## src/include/card_bridge_map.vh

```
`ifndef CARD_BRIDGE_MAP_VH
`define CARD_BRIDGE_MAP_VH
// configuration space byte offsets (per function)
`define OFS_ID         8'h00
`define OFS_CLASS      8'h08
`define OFS_HDR        8'h0C
`define OFS_BUS        8'h18
`define OFS_BCTL       8'h3C
`define OFS_SKCTL      8'h80
`define OFS_SKSTS      8'h84
// fixed identification fields
`define CLASS_CODE     24'h060700
`define HDR_TYPE       8'h82
// bridge control bits (low byte of bridge control)
`define BC_UNCLAIM     0
`define BC_ALIAS       2
`define BC_VGA         3
`define BC_SNOOP       5
`define BC_CARD_RESET_N        6
`define BC_IRQSEL      7
// socket control bits
`define SC_POWER       0
`define SC_IRQEN       1
`define SKCTL_RST      8'h01
// socket status bits
`define SS_CHG         0
`define SS_CBCARD      1
`define SS_CARD_RESET_N        2
`define SS_RMA         3
// least software card reset length in host clocks
`define CARD_RESET_N_MIN_CLKS  9'h100
// legacy display decode
`define VGA_MEM_TAG    15'h0005
`define VGA_MONO_LO    10'h3B0
`define VGA_MONO_HI    10'h3BB
`define VGA_COLOR_LO   10'h3C0
`define VGA_COLOR_HI   10'h3DF
`define PAL_MASK       10'h3C6
`define PAL_ADDR       10'h3C8
`define PAL_DATA       10'h3C9
// configuration cycle types
`define CFG_TYPE0      2'h0
`define CFG_TYPE1      2'h1
`define DEV_ALL_ONES   5'h1F
`define ALL_ONES       32'hFFFFFFFF
`endif

```

## src/verilog/card_bridge_reset_decode_config.v

```verilog
// Function
// - cardbus card interrupts drive pci int lines
// - after reset 16-bit requests go to int
// - control bit 7 picks irq or int routing
// - legacy irq routing for 16-bit cards when enabled
// - reset pin polarity follows detected card type
// - host bus reset restores all register defaults
// - card reset follows host bus reset, one clock later
// - powered-down socket keeps card reset asserted
// - control bit 6 resets card, 256 clocks minimum
// - retry card accesses while minimum time runs after bit 6 clears
// - held reset makes card accesses unclaimed
// - software reset clears status change bit only
// - alias mode blocks top 768 bytes per kilobyte
// - display decode claims A0000-BFFFF memory range
// - display decode forwards 3B0-3BB, 3C0-3DF aliases
// - palette snoop takes writes 3C6, 3C8, 3C9
// - one configuration space per socket
// - configuration answered on primary bus only
// - type 0 dword index, byte-enabled writes
// - matching type 1 becomes secondary type 0
// - subordinate range type 1 passes unmodified
// - secondary side config ignored except special
// - unclaimed: ones or target abort by mode
`include "card_bridge_map.vh"
`timescale 1ns/1ns
`default_nettype none
module card_bridge_reset_decode_config #(
  parameter [31:0] VENDOR_DEVICE_ID = 32'h0001_0001, // arbitrary value
  parameter [7:0]  REVISION_ID      = 8'h00          // arbitrary value
) (
  input  wire        clk_i,
  input  wire        rst_i,
  input  wire        wb_cyc_i,
  input  wire        wb_stb_i,
  input  wire        wb_we_i,
  input  wire [8:0]  wb_adr_i,
  input  wire [3:0]  wb_sel_i,
  input  wire [31:0] wb_dat_i,
  output reg  [31:0] wb_dat_o,
  output reg         wb_ack_o,
  input  wire        cfg_valid_i,
  input  wire        cfg_on_secondary_i,
  input  wire        cfg_idsel_i,
  input  wire        cfg_write_i,
  input  wire [31:0] cfg_addr_i,
  input  wire [3:0]  cfg_be_i,
  input  wire [31:0] cfg_wdata_i,
  output reg         cfg_done_o,
  output reg  [31:0] cfg_rdata_o,
  output reg         cfg_fwd_type0_o,
  output reg         cfg_fwd_pass_o,
  output reg         cfg_fwd_socket_o,
  output reg  [31:0] cfg_fwd_addr_o,
  output reg         cfg_special_o,
  input  wire        acc_valid_i,
  input  wire        acc_socket_i,
  input  wire        acc_io_i,
  input  wire        acc_write_i,
  input  wire        acc_from_card_i,
  input  wire        acc_window_hit_i,
  input  wire [31:0] acc_addr_i,
  output reg         acc_done_o,
  output reg         acc_forward_o,
  output reg         acc_upstream_o,
  output reg         acc_retry_o,
  output reg         acc_discard_o,
  output reg         acc_abort_o,
  output reg  [31:0] acc_rdata_o,
  input  wire [1:0]  card_is_cardbus_i,
  input  wire [1:0]  card_status_change_i,
  input  wire [1:0]  card_irq_request_i,
  input  wire [1:0]  card_int_i,
  output reg  [1:0]  card_reset_o,
  output reg         int_a_o,
  output reg         int_b_o,
  output reg  [15:0] legacy_irq_o
);

  // per-socket state gathered into flat vectors
  wire [15:0] ctrl_f;       // bridge control bytes
  wire [15:0] pri_f;        // primary bus numbers
  wire [15:0] sec_f;        // secondary bus numbers
  wire [15:0] sub_f;        // subordinate bus numbers
  wire [15:0] line_f;       // interrupt line bytes
  wire [15:0] skctl_f;      // socket control bytes
  wire [1:0]  chg_f;        // status change flags
  wire [1:0]  rma_f;        // received master abort flags
  wire [1:0]  cbcard_f;     // synchronised card type
  wire [1:0]  active_f;     // card reset asserted
  wire [1:0]  counting_f;   // minimum reset time running
  wire [1:0]  int_f;        // int line request per socket
  wire [31:0] irq_f;        // legacy irq vector per socket
  wire [1:0]  abort_evt;    // target abort event per socket

  // shared write port
  reg         wr_en;        // write strobe
  reg         wr_fn;        // target function
  reg  [7:0]  wr_ofs;       // byte offset
  reg  [3:0]  wr_be;        // byte enables
  reg  [31:0] wr_dat;       // write data

  // configuration type 0 to our own space
  wire cfg_take = cfg_valid_i & ~cfg_on_secondary_i & cfg_idsel_i &
                  (cfg_addr_i[1:0] == `CFG_TYPE0) & (cfg_addr_i[10:9] == 2'h0);
  // wishbone request taken when config port is idle
  wire wb_take  = wb_cyc_i & wb_stb_i & ~wb_ack_o & ~cfg_take;

  // write port mux, config side has priority
  always @* begin
    if (cfg_take) begin
      wr_en  = cfg_write_i;
      wr_fn  = cfg_addr_i[8];
      wr_ofs = {cfg_addr_i[7:2], 2'b00};
      wr_be  = cfg_be_i;
      wr_dat = cfg_wdata_i;
    end else begin
      wr_en  = wb_take & wb_we_i;
      wr_fn  = wb_adr_i[8];
      wr_ofs = {wb_adr_i[7:2], 2'b00};
      wr_be  = wb_sel_i;
      wr_dat = wb_dat_i;
    end
  end

  genvar s;
  generate
    for (s = 0; s < 2; s = s + 1) begin : g_sock
      reg  [7:0] ctrl_reg;    // bridge control
      reg  [7:0] pri_reg;     // primary bus number
      reg  [7:0] sec_reg;     // secondary bus number
      reg  [7:0] sub_reg;     // subordinate bus number
      reg  [7:0] line_reg;    // interrupt line
      reg  [7:0] skctl_reg;   // socket control
      reg        chg_reg;     // status change sticky
      reg        rma_reg;     // received master abort sticky
      reg  [8:0] cnt_reg;     // clocks since software reset
      reg  [3:0] meta_reg;    // synchroniser first stage
      reg  [3:0] sync_reg;    // synchroniser second stage
      reg  [7:0] ctrl_next;   // next bridge control
      wire       wr_here = wr_en & (wr_fn == s);
      wire       wr_bus  = wr_here & (wr_ofs == `OFS_BUS);
      wire       wr_bctl = wr_here & (wr_ofs == `OFS_BCTL);
      wire       wr_sts  = wr_here & (wr_ofs == `OFS_SKSTS) & wr_be[0];
      wire       sw_rise = ctrl_next[`BC_CARD_RESET_N] & ~ctrl_reg[`BC_CARD_RESET_N];
      wire       expired = (cnt_reg == `CARD_RESET_N_MIN_CLKS);
      wire       powered = skctl_reg[`SC_POWER];
      wire       cbcard  = sync_reg[0];
      wire       route_irq = ~cbcard & ctrl_reg[`BC_IRQSEL] & skctl_reg[`SC_IRQEN];

      // pin synchroniser, card type / status change / request / int
      always @(posedge clk_i) begin
        meta_reg <= {card_int_i[s], card_irq_request_i[s], card_status_change_i[s], card_is_cardbus_i[s]};
        sync_reg <= meta_reg;
      end

      // next bridge control under byte enable
      always @* begin
        ctrl_next = ctrl_reg;
        if (wr_bctl & wr_be[2]) begin
          ctrl_next = wr_dat[23:16];
        end
      end

      // configuration registers and reset sequencing
      always @(posedge clk_i) begin
        if (rst_i) begin
          ctrl_reg  <= 8'h00;
          pri_reg   <= 8'h00;
          sec_reg   <= 8'h00;
          sub_reg   <= 8'h00;
          line_reg  <= 8'h00;
          skctl_reg <= `SKCTL_RST;
          chg_reg   <= 1'b0;
          rma_reg   <= 1'b0;
          cnt_reg   <= `CARD_RESET_N_MIN_CLKS;
        end else begin
          ctrl_reg <= ctrl_next;
          if (wr_bus & wr_be[0]) begin
            pri_reg <= wr_dat[7:0];
          end
          if (wr_bus & wr_be[1]) begin
            sec_reg <= wr_dat[15:8];
          end
          if (wr_bus & wr_be[2]) begin
            sub_reg <= wr_dat[23:16];
          end
          if (wr_bctl & wr_be[0]) begin
            line_reg <= wr_dat[7:0];
          end
          if (wr_here & (wr_ofs == `OFS_SKCTL) & wr_be[0]) begin
            skctl_reg <= wr_dat[7:0];
          end
          // minimum reset time counter restarts on assertion
          if (sw_rise) begin
            cnt_reg <= 9'h000;
          end else if (!expired) begin
            cnt_reg <= cnt_reg + 9'h001;
          end
          // status change: reset clears, card sets, software clears
          if (sw_rise) begin
            chg_reg <= 1'b0;
          end else if (sync_reg[1] & ~active_f[s]) begin
            chg_reg <= 1'b1;
          end else if (wr_sts & wr_dat[`SS_CHG]) begin
            chg_reg <= 1'b0;
          end
          // master abort flag, set wins over clear
          if (abort_evt[s]) begin
            rma_reg <= 1'b1;
          end else if (wr_sts & wr_dat[`SS_RMA]) begin
            rma_reg <= 1'b0;
          end
        end
      end

      assign ctrl_f[s*8 +: 8]  = ctrl_reg;
      assign pri_f[s*8 +: 8]   = pri_reg;
      assign sec_f[s*8 +: 8]   = sec_reg;
      assign sub_f[s*8 +: 8]   = sub_reg;
      assign line_f[s*8 +: 8]  = line_reg;
      assign skctl_f[s*8 +: 8] = skctl_reg;
      assign chg_f[s]      = chg_reg;
      assign rma_f[s]      = rma_reg;
      assign cbcard_f[s]   = cbcard;
      // reset held by software bit, time not run out, or power off
      assign active_f[s]   = ctrl_reg[`BC_CARD_RESET_N] | ~expired | ~powered;
      assign counting_f[s] = ~ctrl_reg[`BC_CARD_RESET_N] & ~expired & powered;
      // int line gets status change and any request not sent to irq
      assign int_f[s] = chg_reg | (cbcard ? sync_reg[3] : (sync_reg[2] & ~route_irq));
      assign irq_f[s*16 +: 16] = (route_irq & sync_reg[2]) ? (16'h0001 << skctl_reg[7:4]) : 16'h0000;
    end
  endgenerate

  // register read word for one function
  function [31:0] rd_word;
    input       fn;
    input [7:0] ofs;
    begin
      if (ofs == `OFS_ID) begin
        rd_word = VENDOR_DEVICE_ID;
      end else if (ofs == `OFS_CLASS) begin
        rd_word = {`CLASS_CODE, REVISION_ID};
      end else if (ofs == `OFS_HDR) begin
        rd_word = {8'h00, `HDR_TYPE, 16'h0000};
      end else if (ofs == `OFS_BUS) begin
        rd_word = fn ? {8'h00, sub_f[15:8], sec_f[15:8], pri_f[15:8]}
                     : {8'h00, sub_f[7:0], sec_f[7:0], pri_f[7:0]};
      end else if (ofs == `OFS_BCTL) begin
        rd_word = fn ? {8'h00, ctrl_f[15:8], 8'h00, line_f[15:8]}
                     : {8'h00, ctrl_f[7:0], 8'h00, line_f[7:0]};
      end else if (ofs == `OFS_SKCTL) begin
        rd_word = {24'h000000, fn ? skctl_f[15:8] : skctl_f[7:0]};
      end else if (ofs == `OFS_SKSTS) begin
        rd_word = {28'h0000000, rma_f[fn], active_f[fn], cbcard_f[fn], chg_f[fn]};
      end else begin
        rd_word = 32'h00000000;                               // unmapped reads zero
      end
    end
  endfunction

  // type 1 decode against secondary and subordinate numbers
  wire [7:0] cfg_bus  = cfg_addr_i[23:16];
  wire       hit0     = (cfg_bus == sec_f[7:0]);
  wire       hit1     = (cfg_bus == sec_f[15:8]);
  wire       rng0     = (cfg_bus > sec_f[7:0]) & (cfg_bus <= sub_f[7:0]);
  wire       rng1     = (cfg_bus > sec_f[15:8]) & (cfg_bus <= sub_f[15:8]);
  wire       cfg_t1   = cfg_valid_i & ~cfg_on_secondary_i & (cfg_addr_i[1:0] == `CFG_TYPE1);
  wire       cfg_sec1 = cfg_valid_i & cfg_on_secondary_i & (cfg_addr_i[1:0] == `CFG_TYPE1);

  // wishbone slave and configuration cycle outputs
  always @(posedge clk_i) begin
    if (rst_i) begin
      wb_ack_o         <= 1'b0;
      wb_dat_o         <= 32'h00000000;
      cfg_done_o       <= 1'b0;
      cfg_rdata_o      <= 32'h00000000;
      cfg_fwd_type0_o  <= 1'b0;
      cfg_fwd_pass_o   <= 1'b0;
      cfg_fwd_socket_o <= 1'b0;
      cfg_fwd_addr_o   <= 32'h00000000;
      cfg_special_o    <= 1'b0;
    end else begin
      wb_ack_o <= wb_take;
      if (wb_take & ~wb_we_i) begin
        wb_dat_o <= rd_word(wb_adr_i[8], {wb_adr_i[7:2], 2'b00});
      end
      cfg_done_o <= cfg_take;
      if (cfg_take & ~cfg_write_i) begin
        cfg_rdata_o <= rd_word(cfg_addr_i[8], {cfg_addr_i[7:2], 2'b00});
      end
      cfg_fwd_type0_o <= cfg_t1 & (hit0 | hit1);
      cfg_fwd_pass_o  <= cfg_t1 & ~hit0 & ~hit1 & (rng0 | rng1);
      cfg_special_o   <= cfg_sec1 & (cfg_addr_i[15:11] == `DEV_ALL_ONES);
      if (cfg_t1 & (hit0 | hit1)) begin
        cfg_fwd_socket_o <= ~hit0;
        cfg_fwd_addr_o   <= {cfg_addr_i[31:2], `CFG_TYPE0};
      end else if (cfg_t1 & (rng0 | rng1)) begin
        cfg_fwd_socket_o <= ~rng0;
        cfg_fwd_addr_o   <= cfg_addr_i;
      end
    end
  end

  // access decode for the selected socket
  wire [7:0] bc       = acc_socket_i ? ctrl_f[15:8] : ctrl_f[7:0];
  wire [9:0] io_lo    = acc_addr_i[9:0];                      // bits 15:10 not decoded
  wire       alias_up = acc_io_i & bc[`BC_ALIAS] & (acc_addr_i[9:8] != 2'h0);
  wire       vga_mem  = ~acc_io_i & bc[`BC_VGA] & (acc_addr_i[31:17] == `VGA_MEM_TAG);
  wire       vga_io   = acc_io_i & bc[`BC_VGA] &
                        (((io_lo >= `VGA_MONO_LO) & (io_lo <= `VGA_MONO_HI)) |
                         ((io_lo >= `VGA_COLOR_LO) & (io_lo <= `VGA_COLOR_HI)));
  wire       pal_hit  = acc_io_i & bc[`BC_SNOOP] &
                        ((io_lo == `PAL_MASK) | (io_lo == `PAL_ADDR) | (io_lo == `PAL_DATA));
  wire       pal_take = pal_hit & (acc_write_i | bc[`BC_VGA]);
  wire       to_card  = acc_valid_i & ~acc_from_card_i &
                        (acc_window_hit_i | vga_mem | vga_io | pal_take) & ~alias_up;
  wire       cnt_now  = acc_socket_i ? counting_f[1] : counting_f[0];
  wire       held_now = (acc_socket_i ? active_f[1] : active_f[0]) & ~cnt_now;
  wire       unclaim  = to_card & ~cnt_now & held_now;
  wire       abort_now = unclaim & bc[`BC_UNCLAIM];
  // card side: alias bytes and anything outside the windows and display range go up, never across
  wire       up_now   = acc_valid_i & acc_from_card_i &
                        (alias_up | (~acc_window_hit_i & ~vga_mem & ~vga_io));

  assign abort_evt = {abort_now & acc_socket_i, abort_now & ~acc_socket_i};

  // access answers, one cycle after the request
  always @(posedge clk_i) begin
    if (rst_i) begin
      acc_done_o     <= 1'b0;
      acc_forward_o  <= 1'b0;
      acc_upstream_o <= 1'b0;
      acc_retry_o    <= 1'b0;
      acc_discard_o  <= 1'b0;
      acc_abort_o    <= 1'b0;
      acc_rdata_o    <= 32'h00000000;
    end else begin
      acc_done_o     <= acc_valid_i;
      acc_forward_o  <= to_card & ~cnt_now & ~held_now;
      acc_upstream_o <= up_now;
      acc_retry_o    <= to_card & cnt_now;
      acc_discard_o  <= unclaim & ~bc[`BC_UNCLAIM];
      acc_abort_o    <= abort_now;
      if (unclaim & ~bc[`BC_UNCLAIM] & ~acc_write_i) begin
        acc_rdata_o <= `ALL_ONES;
      end
    end
  end

  // card reset pins, interrupt lines, legacy irqs
  always @(posedge clk_i) begin
    if (rst_i) begin
      card_reset_o <= ~cbcard_f;
      int_a_o      <= 1'b0;
      int_b_o      <= 1'b0;
      legacy_irq_o <= 16'h0000;
    end else begin
      card_reset_o <= cbcard_f ^ active_f;
      int_a_o      <= int_f[0];
      int_b_o      <= int_f[1];
      legacy_irq_o <= irq_f[15:0] | irq_f[31:16];
    end
  end

endmodule
`default_nettype wire
```

## config.mk

```make
export PLATFORM = sky130hd
export DESIGN_NAME = card_bridge_reset_decode_config
export DESIGN_NICKNAME = d
export VERILOG_FILES = /design/src/verilog/card_bridge_reset_decode_config.v
export VERILOG_INCLUDE_DIRS = /design/src /design/src/include
export SDC_FILE = /design/constraint.sdc
export NUM_CORES = 1
export LEC_CHECK = 0
export ABC_CLOCK_PERIOD_IN_PS = 2000
export CAP_MARGIN = 10
export CORE_ASPECT_RATIO = 0.6
export CORE_MARGIN = 3
export CORE_UTILIZATION = 28
export DETAILED_ROUTE_END_ITERATION = 10
export DONT_BUFFER_PORTS = 1
export GPL_TIMING_DRIVEN = 0
export PLACE_DENSITY = 0.49
export RECOVER_POWER = 50
export SLEW_MARGIN = 25
export SYNTH_ARGS = -nofsm -noshare
export SYNTH_HDL_FRONTEND = slang
export SYNTH_SLANG_ARGS = --single-unit
```

## constraint.sdc

```tcl
create_clock -name clk_i -period 2 [get_ports clk_i]
set_clock_uncertainty 0.1 [all_clocks]
set_input_delay 0.1 -clock clk_i [delete_from_list [all_inputs] [get_ports clk_i]]
set_output_delay 0.1 -clock clk_i [all_outputs]
set_load 0.01 [all_outputs]
```

[Word level (Yosys, flattened, before mapping)]
Index checks and enable logic that the tools add are counted.
Storage, ports and cells
  bits in registers: 263
  input port bits: 168
  output and inout port bits: 160
  logic and storage cells: 313
Cells by class
  add/sub/neg operators: 2
  order comparisons: 10
  equal/unequal tests: 28
  shifts and indexed selects: 2
  multiplexer cells: 67
  bitwise operators: 144
  reduce and logical (&&, ||, !) cells: 13
Operators by type and width (count)
  2-to-1 mux 24 bit: 11
  2-to-1 mux 27 bit: 4
  bitwise AND 1 bit: 93
  2-to-1 mux 32 bit: 2
  2-to-1 mux 8 bit: 5
  2-to-1 mux 9 bit: 4
  2-to-1 mux 1 bit: 32
  2-to-1 mux 16 bit: 2
  NOT 1 bit: 32
  left shift 1 x 4 -> 16 bit, first input constant: 2
  == test 10 bit, second input constant: 3
  == test 6 x 2 -> 1 bit, second input constant: 4
  == test 6 bit, second input constant: 4
  greater-or-equal comparator 10 bit, second input constant: 2
  less-or-equal comparator 10 bit, second input constant: 2
  adder 9 x 1 -> 9 bit, second input constant: 2
  == test 9 bit, second input constant: 2
  == test 8 bit: 2
  == test 8 bit, second input constant: 2
  greater-than comparator 8 bit: 2
  less-or-equal comparator 8 bit: 2
  OR 1 bit: 16
  OR 16 bit: 1
  == test 15 x 3 -> 1 bit, second input constant: 1
  other kinds (19): 34

[Longest topological paths before layout]
Gate-level depths: netlist of run 1.
  depth after elaboration: 15
  depth in mapped cells: 11
  mapped depth without buffers: 9

[Worst setup path after synthesis of run 1]
Ideal clock, no wire load.
  kind: register to register
  start point: reg g_sock[1].sec_reg[5]
  end point: reg cfg_fwd_addr_o[10]
  setup time: 126 ps
  arrival time: 1958 ps
  data required time: 1774 ps
  slack: -184 ps
  stages on the path, launching flop included: 11
  path buffers: 2
  period minus slack after synthesis: 2184 ps
  cells stage by stage: dfxtp_1 -> inv_1 -> ha_1 -> nand4_1 -> or2_2 -> o211ai_1 -> a21oi_1 -> o31a_1 -> clkbuf_1 -> buf_2 -> mux2i_1
Between the ends
  longest elaborated chain between the ends: 5
  elaborated cells between the ends (all ways): 9
  those cells by class: 1 x order compare; 1 x eq/ne; 1 x mux; 5 x bitwise; 1 x reduce/logical
Ends and longest elaborated chain
  from (decl): RTL line card_bridge_reset_decode_config.v:131  | reg [7:0] sec_reg;
  from (signal assigned): RTL line card_bridge_reset_decode_config.v:183  | sec_reg <= wr_dat[15:8];
  greater-than comparator 8 bit: RTL line card_bridge_reset_decode_config.v:267  | wire rng1 = (cfg_bus > sec_f[15:8]) & (cfg_bus <= sub_f[15:8]);
  bitwise AND 1 bit: RTL line card_bridge_reset_decode_config.v:267
  OR 1 bit: RTL line card_bridge_reset_decode_config.v:298  | end else if (cfg_t1 & (rng0 | rng1)) begin
  bitwise AND 1 bit: RTL line card_bridge_reset_decode_config.v:298
  nonzero test 2 bit (no line)
  to (signal assigned): RTL line card_bridge_reset_decode_config.v:297  | cfg_fwd_addr_o <= {cfg_addr_i[31:2], `CFG_TYPE0};
  to (signal assigned): RTL line card_bridge_reset_decode_config.v:300  | cfg_fwd_addr_o <= cfg_addr_i;
  to (decl): RTL line card_bridge_reset_decode_config.v:54  | output reg [31:0] cfg_fwd_addr_o,
Several ways; a longest one is shown, not always the timed one.
A chain may end at the register's enable or synchronous reset.

[Worst setup path in the final report of run 1]
  start point: reg g_sock[0].sub_reg[7]
  end point: reg cfg_fwd_addr_o[6]
Between the ends
  longest elaborated chain between the ends: 5
Ends and longest elaborated chain
  from (decl): RTL line card_bridge_reset_decode_config.v:132  | reg [7:0] sub_reg;
  from (signal assigned): RTL line card_bridge_reset_decode_config.v:186  | sub_reg <= wr_dat[23:16];
  less-or-equal comparator 8 bit: RTL line card_bridge_reset_decode_config.v:266  | wire rng0 = (cfg_bus > sec_f[7:0]) & (cfg_bus <= sub_f[7:0]);
  bitwise AND 1 bit: RTL line card_bridge_reset_decode_config.v:266
  OR 1 bit: RTL line card_bridge_reset_decode_config.v:298
  bitwise AND 1 bit: RTL line card_bridge_reset_decode_config.v:298
  nonzero test 2 bit (no line)
Every way passes these cells.

==> impl_metrics.toml, run 1 <==
[die]
initial_core_utilization = 0.285
die_area_um2 = 46900
rows = 59
core_area_um2 = 43500
die_x_um = 278
io_pins = 328
die_height_um = 169

[pwr]
p_leak_uw = 0.00646
total_power_per_unit_cell_area_nw_per_um2 = 688
power_frac_clock = 0.431
intPower_uw = 8360
power.total_uw = 11200
flop_pwr_share = 0.457
sw_frac_of_total = 0.254
peakVddDrop_uv = 626
combinationalPowerShare = 0.112
power_dissipated_by_switching_net_loads_uw = 2840

[sta]
final-setup-viol-count = 117
minimum_clock_period_after_layout_ns = 2.33
setup_tns_ns = -15.75
drv_slew = 0
postLayoutSetupSlackWorst_ns = -0.332
max-slew-margin-rel = 0.306
clock.fmax_ghz = 0.429
grt_setup_unrepaired = "yes"
final_hold_violation_count = 0
layout_worst_path_cycle_share = 1.17
worstMarginPinSlew_ns = 1.04

[detailed_routing]
drt-wirelength-per-cell_um = 22.7
detailroute.via_count = 11722
viasPerCell = 5.20
ant_nets = 0
post-route-drc-count = 0
drt_pre_antenna_iters = 6
dr.first_iter.drc_count = 1024
routed_wirelength_um = 51200

[synthesis]
postSynthRegisterBits = 249
synth.lib_cells_used.distinct = 70
synthFlopType = "sky130_fd_sc_hd__dfxtp_1"
netlist.top_cell.by_area = "sky130_fd_sc_hd__dfxtp_1"
synth.yosys.warnings = 0
syn_inst = 1447
synth_top_area_frac = 0.402
avgSynthCellArea_um2 = 8.56
synth.area.top_cells = "sky130_fd_sc_hd__dfxtp_1 (40%), sky130_fd_sc_hd__mux2i_1 (15%), sky130_fd_sc_hd__nand2_1 (6.3%), sky130_fd_sc_hd__nor2_1 (6.0%), sky130_fd_sc_hd__ha_1 (3.6%)"
asyncSetResetFlopFracSynth = 0
synth-edff-count = 0
syn-cell-area_um2 = 12400
synth_sequential_area_ratio = 0.402

[global_route]
grt_antenna_before_repair = 2
global_route.overflow_total = 0
global_route.usage.total = 0.205
grt_pass1_wl_um = 73000
maximum_number_of_pins_on_one_net_before_global_route_repair = 34
grt_pass1_vias = 11202

[place]
io_buffer_count = 0
post-dp-hpwl_um = 38100
routabilityCongestion = 0.941

[worst_hold_path]
worst_hold_path_type = "input pin to flop"

[finish]
largestRegisters = "cfg_fwd_addr_o: 32 flops, cfg_rdata_o: 25 flops, wb_dat_o: 25 flops"
area.sequential_um2 = 5040
largest_register_ff_count = 32
antenna-diode-count = 0
synthToLayoutAreaGrowth_pct = 31.5
final_net_count = 1864
registers.top_by_ff_count = "cfg_fwd_addr_o"
multiInputGateArea_um2 = 7170
layout-drive-gt1-share = 0.168
fillerInstances = 4428

[job]
max-cap-violations = 0

[critical_path]
startpoint_type = "flop"
path_class = "flop to flop"
critPathRequiredTime_ns = 2.37
worstPathMaxFanout = 7
critPathCaptureType = "flop"
timing.critical_path.arrival_ns = 2.70

[outcome]
failing_checks = "negative setup slack"
outcome = "finished, violations left"

[clock_tree]
worst_path_clk_slew_ns = 0.07
cts.path.max_buffers = 3
clock_sinks = 249
cts_tree = "yes"
clk_root_buffer_cell = "sky130_fd_sc_hd__clkbuf_16"
cts_htree_levels = 1
insertion_delay_ns = 0.54
cts_inserted_buffers = 25
[layout by cell type (no fill, tap or decap), types with 13 or more instances in the layout]
master	n
sky130_fd_sc_hd__a211oi_1	19
sky130_fd_sc_hd__a21oi_1	71
sky130_fd_sc_hd__a22oi_1	13
sky130_fd_sc_hd__buf_4	64
sky130_fd_sc_hd__clkbuf_1	79
sky130_fd_sc_hd__clkbuf_16	28
sky130_fd_sc_hd__clkbuf_2	13
sky130_fd_sc_hd__dfxtp_1	216
sky130_fd_sc_hd__dfxtp_2	27
sky130_fd_sc_hd__dlygate4sd3_1	119
sky130_fd_sc_hd__ha_1	20
sky130_fd_sc_hd__ha_4	16
sky130_fd_sc_hd__inv_1	24
sky130_fd_sc_hd__mux2i_1	181
sky130_fd_sc_hd__nand2_1	197
sky130_fd_sc_hd__nand3_1	35
sky130_fd_sc_hd__nor2_1	193
sky130_fd_sc_hd__nor3_1	53
sky130_fd_sc_hd__o21ai_0	20
sky130_fd_sc_hd__o22ai_1	13
[cells by family (layout without fill, tap and decap cells)]
| logic type | after synthesis | count (layout) | synth area share |
|---|---|---|---|
| adders and majority gates | 36 | 36 | 0.0364 |
| xor gates and xnor gates | 17 | 17 | 0.0120 |
| DFF | 249 | 249 | 0.402 |
| AOI/OAI and AO/OA | 203 | 203 | 0.107 |
| and+or+nand+nor | 582 | 582 | 0.211 |
| buffers and inverters | 162 | 379 | 0.0641 |
| other | 1 | 12 | 0.000303 |
| muxes | 197 | 197 | 0.166 |
[worst paths after layout]
path / slack (ns) / endpoint / cells past startpoint / from
worst min register to register: 0.22 / g_sock[1].sync_reg[0] / 0 / g_sock[1].meta_reg[0]
worst max-delay path: -0.33 / cfg_fwd_addr_o[6] / 10 / g_sock[0].sub_reg[7]
worst max register to register: -0.33 / cfg_fwd_addr_o[6] / 10 / g_sock[0].sub_reg[7]
worst min-delay path: 0.009 / cfg_rdata_o[2] / 4 / cfg_addr_i[3]
[power groups by stage]
stage	sequential [µW]	clock (µW)	combinational, µW
6_report	5120	4830	1260
5_1_grt	5120	5150	1350
4_1_cts	5130	4920	1120
3_5_place_dp	5240	0	836
3_3_place_gp	5240	0	824
2_1_floorplan	5210	0	584
[routing by layer]
| metal | up-vias | GRT usage | wire [µm] |
|---|---|---|---|
| met2 | 507 | 0.317 | 22100 |
| met3 | 92 | 0.0415 | 4310 |
| met1 | 5699 | 0.295 | 23500 |
| met4 | 0 | 0.0436 | 1290 |
| li1 | 5424 | - | - |
| met5 | - | 0 | 0 |
[critical path, cell delays in order (launching register included)]
cell and delay (ns):
sky130_fd_sc_hd__dfxtp_4 0.37, sky130_fd_sc_hd__inv_4 0.04, sky130_fd_sc_hd__ha_4 0.25, sky130_fd_sc_hd__nand4_1 0.21, sky130_fd_sc_hd__nor2_4 0.24, sky130_fd_sc_hd__a21oi_2 0.06, sky130_fd_sc_hd__a211oi_2 0.25, sky130_fd_sc_hd__o31a_1 0.20
sky130_fd_sc_hd__buf_8 0.19, sky130_fd_sc_hd__clkbuf_16 0.17, sky130_fd_sc_hd__mux2i_1 0.18
[per-stage QoR]
step / hold WS, ns / setup slack, ns / cells / cell area, µm² / utilization
final: 0.00918 / -0.332 / 2254 / 16300 / 0.375
after detailed placement: 0.0279 / -0.966 / 2037 / 13300 / 0.305
after floorplan: 0.0277 / 0.00323 / 1458 / 12500 / -
after CTS: -0.419 / -0.240 / 2226 / 15900 / 0.366
after global routing: 0.0165 / -0.433 / 2254 / 16300 / 0.375
after global placement: 0.0279 / -1.09 / 2037 / 13300 / 0.305
[final cells by class]
cell class                 instances  area share
buffer                           120      0.0380
clock buffer                      36      0.0446
clock inverter                     6     0.00492
inverter                          39     0.00960
multi-input combinational       1047       0.440
sequential                       249       0.309
tap                              579      0.0445
timing repair buffer             178       0.109
[cell usage after synthesis (4+ instances only)]
cell type	n
sky130_fd_sc_hd__nor4_1	4
sky130_fd_sc_hd__o211ai_1	7
sky130_fd_sc_hd__nand3_1	36
sky130_fd_sc_hd__nor2b_1	14
sky130_fd_sc_hd__o31ai_1	5
sky130_fd_sc_hd__nor3_1	57
sky130_fd_sc_hd__clkbuf_1	61
sky130_fd_sc_hd__o221ai_1	10
sky130_fd_sc_hd__nand4_1	11
sky130_fd_sc_hd__xnor2_1	7
sky130_fd_sc_hd__a21oi_1	73
sky130_fd_sc_hd__buf_2	11
sky130_fd_sc_hd__nand2_1	208
sky130_fd_sc_hd__a221oi_1	5
sky130_fd_sc_hd__xor2_1	10
sky130_fd_sc_hd__nor2_1	197
sky130_fd_sc_hd__buf_1	5
sky130_fd_sc_hd__dfxtp_1	249
sky130_fd_sc_hd__a211oi_1	23
sky130_fd_sc_hd__o21ai_0	24
sky130_fd_sc_hd__nand2b_1	6
sky130_fd_sc_hd__and3_1	7
sky130_fd_sc_hd__mux2i_1	181
sky130_fd_sc_hd__ha_1	36
sky130_fd_sc_hd__buf_4	46
sky130_fd_sc_hd__a22oi_1	13
sky130_fd_sc_hd__nor4b_1	7
sky130_fd_sc_hd__o22ai_1	16
sky130_fd_sc_hd__a32oi_1	5
sky130_fd_sc_hd__mux2_2	10
sky130_fd_sc_hd__mux4_2	6
sky130_fd_sc_hd__inv_1	39
sky130_fd_sc_hd__nor3b_1	6
[what timing repair did]
item / 4_1_cts / 5_1_grt
pin swaps: 26 / 24
endpoints found under the hold margin: 185 / 4
hold buffers: 119 / 4
setup endpoints to repair: 230 / 179
resized for setup: 103 / 74
setup buffers: 29 / 22
cloned: 1 / 3
Note: power is estimated with default switching activity, not from simulation.
==> run 2, diff against run 1 <==
--- a/config.mk
+++ b/config.mk
@@ -8,5 +8,5 @@
 export LEC_CHECK = 0
 export ABC_CLOCK_PERIOD_IN_PS = 2000
-export CAP_MARGIN = 10
+export CAP_MARGIN = 20
 export CORE_ASPECT_RATIO = 0.6
 export CORE_MARGIN = 3
@@ -15,5 +15,4 @@
 export DONT_BUFFER_PORTS = 1
 export GPL_TIMING_DRIVEN = 0
-export PLACE_DENSITY = 0.49
 export RECOVER_POWER = 50
 export SLEW_MARGIN = 25
--- a/constraint.sdc
+++ b/constraint.sdc
@@ -3,3 +3,3 @@
 set_input_delay 0.1 -clock clk_i [delete_from_list [all_inputs] [get_ports clk_i]]
 set_output_delay 0.1 -clock clk_i [all_outputs]
-set_load 0.01 [all_outputs]
+set_load 0.1 [all_outputs]
==> run 2 against run 1 <==
The run ends with negative hold slack, negative setup slack left. Clock power grew 10%. Routed wire length increased by 4.3%. Combinational power is 11% higher. Power is 8.2% higher. Non-clock buffer count rose by 7. Count of clock-buffer cells in the layout decreased by 6. Sequential cell count did not move. Worst hold slack lost 0.033 ns. Die area did not move. Critical endpoint is now cfg_fwd_addr_o[15]. Largest cell class unchanged. Highest routed layer is now met5.
==> impl_metrics.toml, run 2 (synthesis results as in run 1) <==
[detailed_routing]
routed_wirelength_um = 53400
viasPerCell = 5.33
ant_nets = 0
post-route-drc-count = 0
drt-wirelength-per-cell_um = 23.5
dr.first_iter.drc_count = 1227
detailroute.via_count = 12114
drt_pre_antenna_iters = 7

[sta]
postLayoutSetupSlackWorst_ns = -0.450
minimum_clock_period_after_layout_ns = 2.45
grt_setup_unrepaired = "yes"
clock.fmax_ghz = 0.408
finalHoldWorstSlack_ns = -0.0237
final_hold_violation_count = 1
drv_slew = 0
worstMarginPinSlew_ns = 1.15
final-setup-viol-count = 198
setup_tns_ns = -32.92
max-slew-margin-rel = 0.232
layout_worst_path_cycle_share = 1.22

[critical_path]
critPathMaxStageDelay_ns = 0.33
path_class = "flop to flop"
critPathRequiredTime_ns = 2.38
critical_path.top_delay_family = "compound AO/OA/AOI/OAI gates"
critical_path.cell_chain = "inv_2 -> ha_4 -> nor2b_4 -> o211ai_1 -> a21o_1 -> a211oi_2 -> o31a_1 -> buf_8 -> buf_12 -> mux2i_2"
critPathSlowestCell = "sky130_fd_sc_hd__dfxtp_2"
timing.critical_path.buf_inv = 3
worstPathMaxFanout = 7
worst_setup_path_startpoint = "g_sock[0].sec_reg[1]"
timing.critical_path.arrival_ns = 2.83
startpoint_type = "flop"
critPathCaptureType = "flop"
r2r_start = "g_sock[0].sec_reg[1]"

[finish]
final_net_count = 1874
layout.cells.most_common = "sky130_fd_sc_hd__dfxtp_1"
synthToLayoutAreaGrowth_pct = 34.8
final_util = 0.384
mostFrequentLayoutCells = "sky130_fd_sc_hd__dfxtp_1 (209), sky130_fd_sc_hd__nand2_1 (197), sky130_fd_sc_hd__nor2_1 (194), sky130_fd_sc_hd__mux2i_1 (176), sky130_fd_sc_hd__dlygate4sd3_1 (126)"
largestRegisters = "cfg_fwd_addr_o: 32 flops, cfg_rdata_o: 25 flops, wb_dat_o: 25 flops"
fin_cells = 2271
largest_register_ff_count = 32
layout-drive-gt1-share = 0.204
registers.top_by_ff_count = "cfg_fwd_addr_o"
fillerInstances = 4288

[place]
dp_cells = 2037
detailedPlace.worstSlack_ns = -1.23
io_buffer_count = 0
post-dp-hpwl_um = 38600
routabilityCongestion = 0.975

[die]
die_area_um2 = 46900
io_pins = 328
core_area_um2 = 43500
rows = 59
initial_core_utilization = 0.285
die_height_um = 169
die_x_um = 278

[clock_tree]
cts_tree = "yes"
cts_htree_levels = 1
clock_sinks = 249
cts_inserted_buffers = 28
clk_root_buffer_cell = "sky130_fd_sc_hd__clkbuf_16"
worst_path_clk_slew_ns = 0.07
cts.path.max_buffers = 3
insertion_delay_ns = 0.58

[pwr]
p_leak_uw = 0.00670
total_power_per_unit_cell_area_nw_per_um2 = 726
peakVddDrop_uv = 631

[outcome]
failing_checks = "negative hold slack, negative setup slack"
outcome = "finished, violations left"

[job]
max-cap-violations = 0

[global_route]
global_route.usage.total = 0.214
global_route.overflow_total = 0
maximum_number_of_pins_on_one_net_before_global_route_repair = 34
grt_pass1_vias = 11391
grt_pass1_wl_um = 75400
grt_antenna_before_repair = 3

[worst_hold_path]
min_from = "cfg_addr_i[21]"
worst_hold_path_type = "input pin to flop"
==> run 2: layer usage <==
metal | vias to the layer above | track usage | routed length [µm]
met2 | 657 | 0.320 | 22500
met5 | - | 0 | 59
met1 | 5874 | 0.289 | 23200
li1 | 5452 | - | -
met4 | 2 | 0.0812 | 2310
met3 | 129 | 0.0660 | 5420
==> run 2: tightest hold or removal path, delay by kind of cell <==
family	cells	cell delay, ns
AOI/OAI and AO/OA	1	0.07
adders and majority gates	1	0.18
and+or+nand+nor	2	0.26
==> run 2: cell type report <==
| type | instances | area (µm²) | share of cell area |
|---|---|---|---|
| Inverter | 39 | 149 | 0.00892 |
| Clock buffer | 30 | 728 | 0.0436 |
| Buffer | 121 | 732 | 0.0438 |
| Timing Repair Buffer | 184 | 1840 | 0.110 |
| Multi-Input combinational cell | 1047 | 7270 | 0.435 |
| Sequential cell | 249 | 5040 | 0.302 |
| Tap cell | 579 | 724 | 0.0434 |
| Antenna cell | 2 | 5.00 | 0.000300 |
| Clock inverter | 20 | 214 | 0.0128 |
==> run 2: through the flow <==
| stage | hold WS (ns) | power (µW) | cell area (µm²) |
|---|---|---|---|
| floorplan | 0.0277 | 6220 | 12500 |
| global placement | 0.0278 | 6500 | 13300 |
| detailed placement | 0.0278 | 6510 | 13300 |
| CTS | -0.0416 | 12100 | 16200 |
| global route | -0.0111 | 12500 | 16700 |
| finish | -0.0237 | 12100 | 16700 |
==> run 2: final timing paths <==
path / cells after the start / slack (ns) / to
worst max-delay path: 10 / -0.45 / cfg_fwd_addr_o[15]
worst min-delay path: 4 / -0.02 / cfg_fwd_socket_o
worst max register to register: 10 / -0.45 / cfg_fwd_addr_o[15]
worst min register to register: 0 / 0.23 / g_sock[1].sync_reg[2]
==> run 2: what timing repair did <==
action / CTS / global route
endpoints found under the setup margin: 236 / 181
resized for setup: 109 / 91
hold buffers: 125 / 6
pin swaps: 31 / 28
endpoints found under the hold margin: 193 / 9
buffers inserted: 31 / 20
gates cloned: 2 / 1
==> run 2: power by group <==
group	switching [µW]	leakage, µW	internal (µW)	total (µW)
registers	371	0.00204	5040	5410
clock network	2290	0.000454	3040	5320
logic	845	0.00421	554	1400
total	3500	0.00670	8630	12100
==> run 3, diff against run 2 <==
- ABC_CLOCK_PERIOD_IN_PS: 2000 -> 2300
- clock period: 2 -> 2.3 ns (I/O delays scaled with it)
==> run 3 against run 2 <==
The run still ends with negative hold slack, negative setup slack left. Power is 14% lower. Global-route usage is 1.7 points lower. Clock power is 11% lower. Via count is 5.3% lower. Sequential power is 13% lower. Non-clock buffer count is 49 lower. Largest power group is now the clock network.
==> impl_metrics.toml, run 3 (synthesis results as in run 1) <==
[sta]
finalHoldWorstSlack_ns = -0.0305
drv_slew = 0
final_hold_violation_count = 7
clock.fmax_ghz = 0.429
final-setup-viol-count = 11
layout_worst_path_cycle_share = 1.01
postLayoutSetupSlackWorst_ns = -0.0315
max-slew-margin-rel = 0.240
minimum_clock_period_after_layout_ns = 2.33
worstMarginPinSlew_ns = 1.13
grt_setup_unrepaired = "yes"

[clock_tree]
clock_sinks = 249
clk_root_buffer_cell = "sky130_fd_sc_hd__clkbuf_16"
cts_tree = "yes"
worst_path_clk_slew_ns = 0.06
cts_inserted_buffers = 27
insertion_delay_ns = 0.56
cts_htree_levels = 1
cts.path.max_buffers = 3

[critical_path]
timing.critical_path.arrival_ns = 2.67
critPathCaptureType = "flop"
path_class = "flop to flop"
worstPathMaxFanout = 7
critPathRequiredTime_ns = 2.64
startpoint_type = "flop"
r2r.worst_path.cells = 10

[detailed_routing]
routed-wl-met2_um = 21400
detailroute.via_count = 11467
ant_nets = 0
wl_met3_um = 4720
routed_wirelength_um = 48900
viasPerCell = 5.17
post-route-drc-count = 0
route.top_layer_used = "met5"
drt-wirelength-per-cell_um = 22.0
wirelength_met1_um = 21000
drt_pre_antenna_iters = 5
dr.first_iter.drc_count = 1153

[finish]
final_net_count = 1824
antenna-diode-count = 0
largest_register_ff_count = 32
multiInputGateArea_um2 = 6870
area.sequential_um2 = 5030
mostFrequentLayoutCells = "sky130_fd_sc_hd__dfxtp_1 (221), sky130_fd_sc_hd__nand2_1 (208), sky130_fd_sc_hd__nor2_1 (195), sky130_fd_sc_hd__mux2i_1 (179), sky130_fd_sc_hd__dlygate4sd3_1 (118)"
registers.top_by_ff_count = "cfg_fwd_addr_o"
synthToLayoutAreaGrowth_pct = 27.6
layout.cells.most_common = "sky130_fd_sc_hd__dfxtp_1"
layout-drive-gt1-share = 0.133
largestRegisters = "cfg_fwd_addr_o: 32 flops, cfg_rdata_o: 25 flops, wb_dat_o: 25 flops"
fillerInstances = 4368

[global_route]
grt_pass1_vias = 10848
maximum_number_of_pins_on_one_net_before_global_route_repair = 19
global_route.overflow_total = 0
grt_pass1_wl_um = 70200
grt_antenna_before_repair = 1
global_route.usage.total = 0.197

[die]
initial_core_utilization = 0.285
die_area_um2 = 46900
die_height_um = 169
rows = 59
core_area_um2 = 43500
io_pins = 328
die_x_um = 278

[place]
io_buffer_count = 0
post-dp-hpwl_um = 37000
detailedPlace.worstSlack_ns = -0.756
routabilityCongestion = 0.949

[job]
max-cap-violations = 0

[pwr]
total_power_per_unit_cell_area_nw_per_um2 = 663
peakVddDrop_uv = 618
p_leak_uw = 0.00627
power.total_uw = 10500

[worst_hold_path]
worst_hold_path_type = "input pin to flop"
hold_depth = 4

[outcome]
outcome = "finished, violations left"
failing_checks = "negative hold slack, negative setup slack"
-- run 3: cell types whose count changed in the layout (fill, tap and decap cells not counted), moves of 12 or more --
cell                       previous run  this run
sky130_fd_sc_hd__dfxtp_1            209       221
sky130_fd_sc_hd__inv_1               19        33
sky130_fd_sc_hd__dfxtp_2             37        22
sky130_fd_sc_hd__buf_4               91        58
sky130_fd_sc_hd__clkbuf_1            45        58
sky130_fd_sc_hd__inv_2               19         5
sky130_fd_sc_hd__ha_4                21         9
sky130_fd_sc_hd__ha_1                15        27
-- run 3: critical path: stages (launching register included) --
cell and delay [ns]:
sky130_fd_sc_hd__dfxtp_2 0.33, sky130_fd_sc_hd__inv_1 0.06, sky130_fd_sc_hd__ha_1 0.29, sky130_fd_sc_hd__nand4_1 0.12, sky130_fd_sc_hd__or2_4 0.29, sky130_fd_sc_hd__o211ai_1 0.13, sky130_fd_sc_hd__a21oi_2 0.08, sky130_fd_sc_hd__o31a_1 0.31
sky130_fd_sc_hd__buf_6 0.17, sky130_fd_sc_hd__buf_12 0.15, sky130_fd_sc_hd__mux2i_4 0.17
-- run 3: timing repair --
action                                  4_1_cts  5_1_grt
gates cloned                                  0        3
hold buffers                                116        2
setup buffers                                 5        9
resized for setup                            30       73
hold endpoints to repair                    172        1
pin swaps                                     6       15
endpoints found under the setup margin      146      118
-- run 3: report_power, final --
part           switching (µW)  internal (µW)  leakage (µW)  total, µW
sequential                317           4370       0.00203       4690
combinational             665            401       0.00376       1070
clock                    1900           2820      0.000473       4720
-- run 3: cell type report --
| cell class | instances | area share |
|---|---|---|
| plain buffers | 120 | 0.0440 |
| clock buffers | 37 | 0.0496 |
| clock inverters | 11 | 0.0104 |
| inverters | 39 | 0.00942 |
| multi-input cells | 1047 | 0.434 |
| flip-flops and latches | 249 | 0.319 |
| well taps | 579 | 0.0458 |
| repair buffers | 136 | 0.0877 |
-- run 3: path summary, 6_finish.rpt --
| path | startpoint | to | slack, ns |
|---|---|---|---|
| max | g_sock[1].sec_reg[7] | cfg_fwd_addr_o[14] | -0.03 |
| min | wb_we_i | wb_dat_o[13] | -0.03 |
| max reg2reg | g_sock[1].sec_reg[7] | cfg_fwd_addr_o[14] | -0.03 |
| min reg2reg | g_sock[1].meta_reg[3] | g_sock[1].sync_reg[3] | 0.22 |
-- run 3: routing by layer --
metal  global-route usage  vias up
li1                     -     5340
met1                0.267     5485
met2                0.305      549
met3               0.0492       91
met4               0.0678        2
met5                    0        -
-- run 3: metrics by stage --
| step | hold WS (ns) | instance area [µm²] | TNS [ns] | instances | util |
|---|---|---|---|---|---|
| final | -0.0305 | 15800 | -0.0906 | 2218 | 0.364 |
| after global routing | 0.0121 | 15800 | -1.06 | 2218 | 0.364 |
| after CTS | 0.00284 | 15400 | 0 | 2206 | 0.355 |
| after detailed placement | 0.0428 | 13200 | -88.13 | 2038 | 0.303 |
| after global placement | 0.0428 | 13200 | -86.23 | 2037 | 0.303 |
| after floorplan | 0.0427 | 12400 | 0 | 1458 | - |
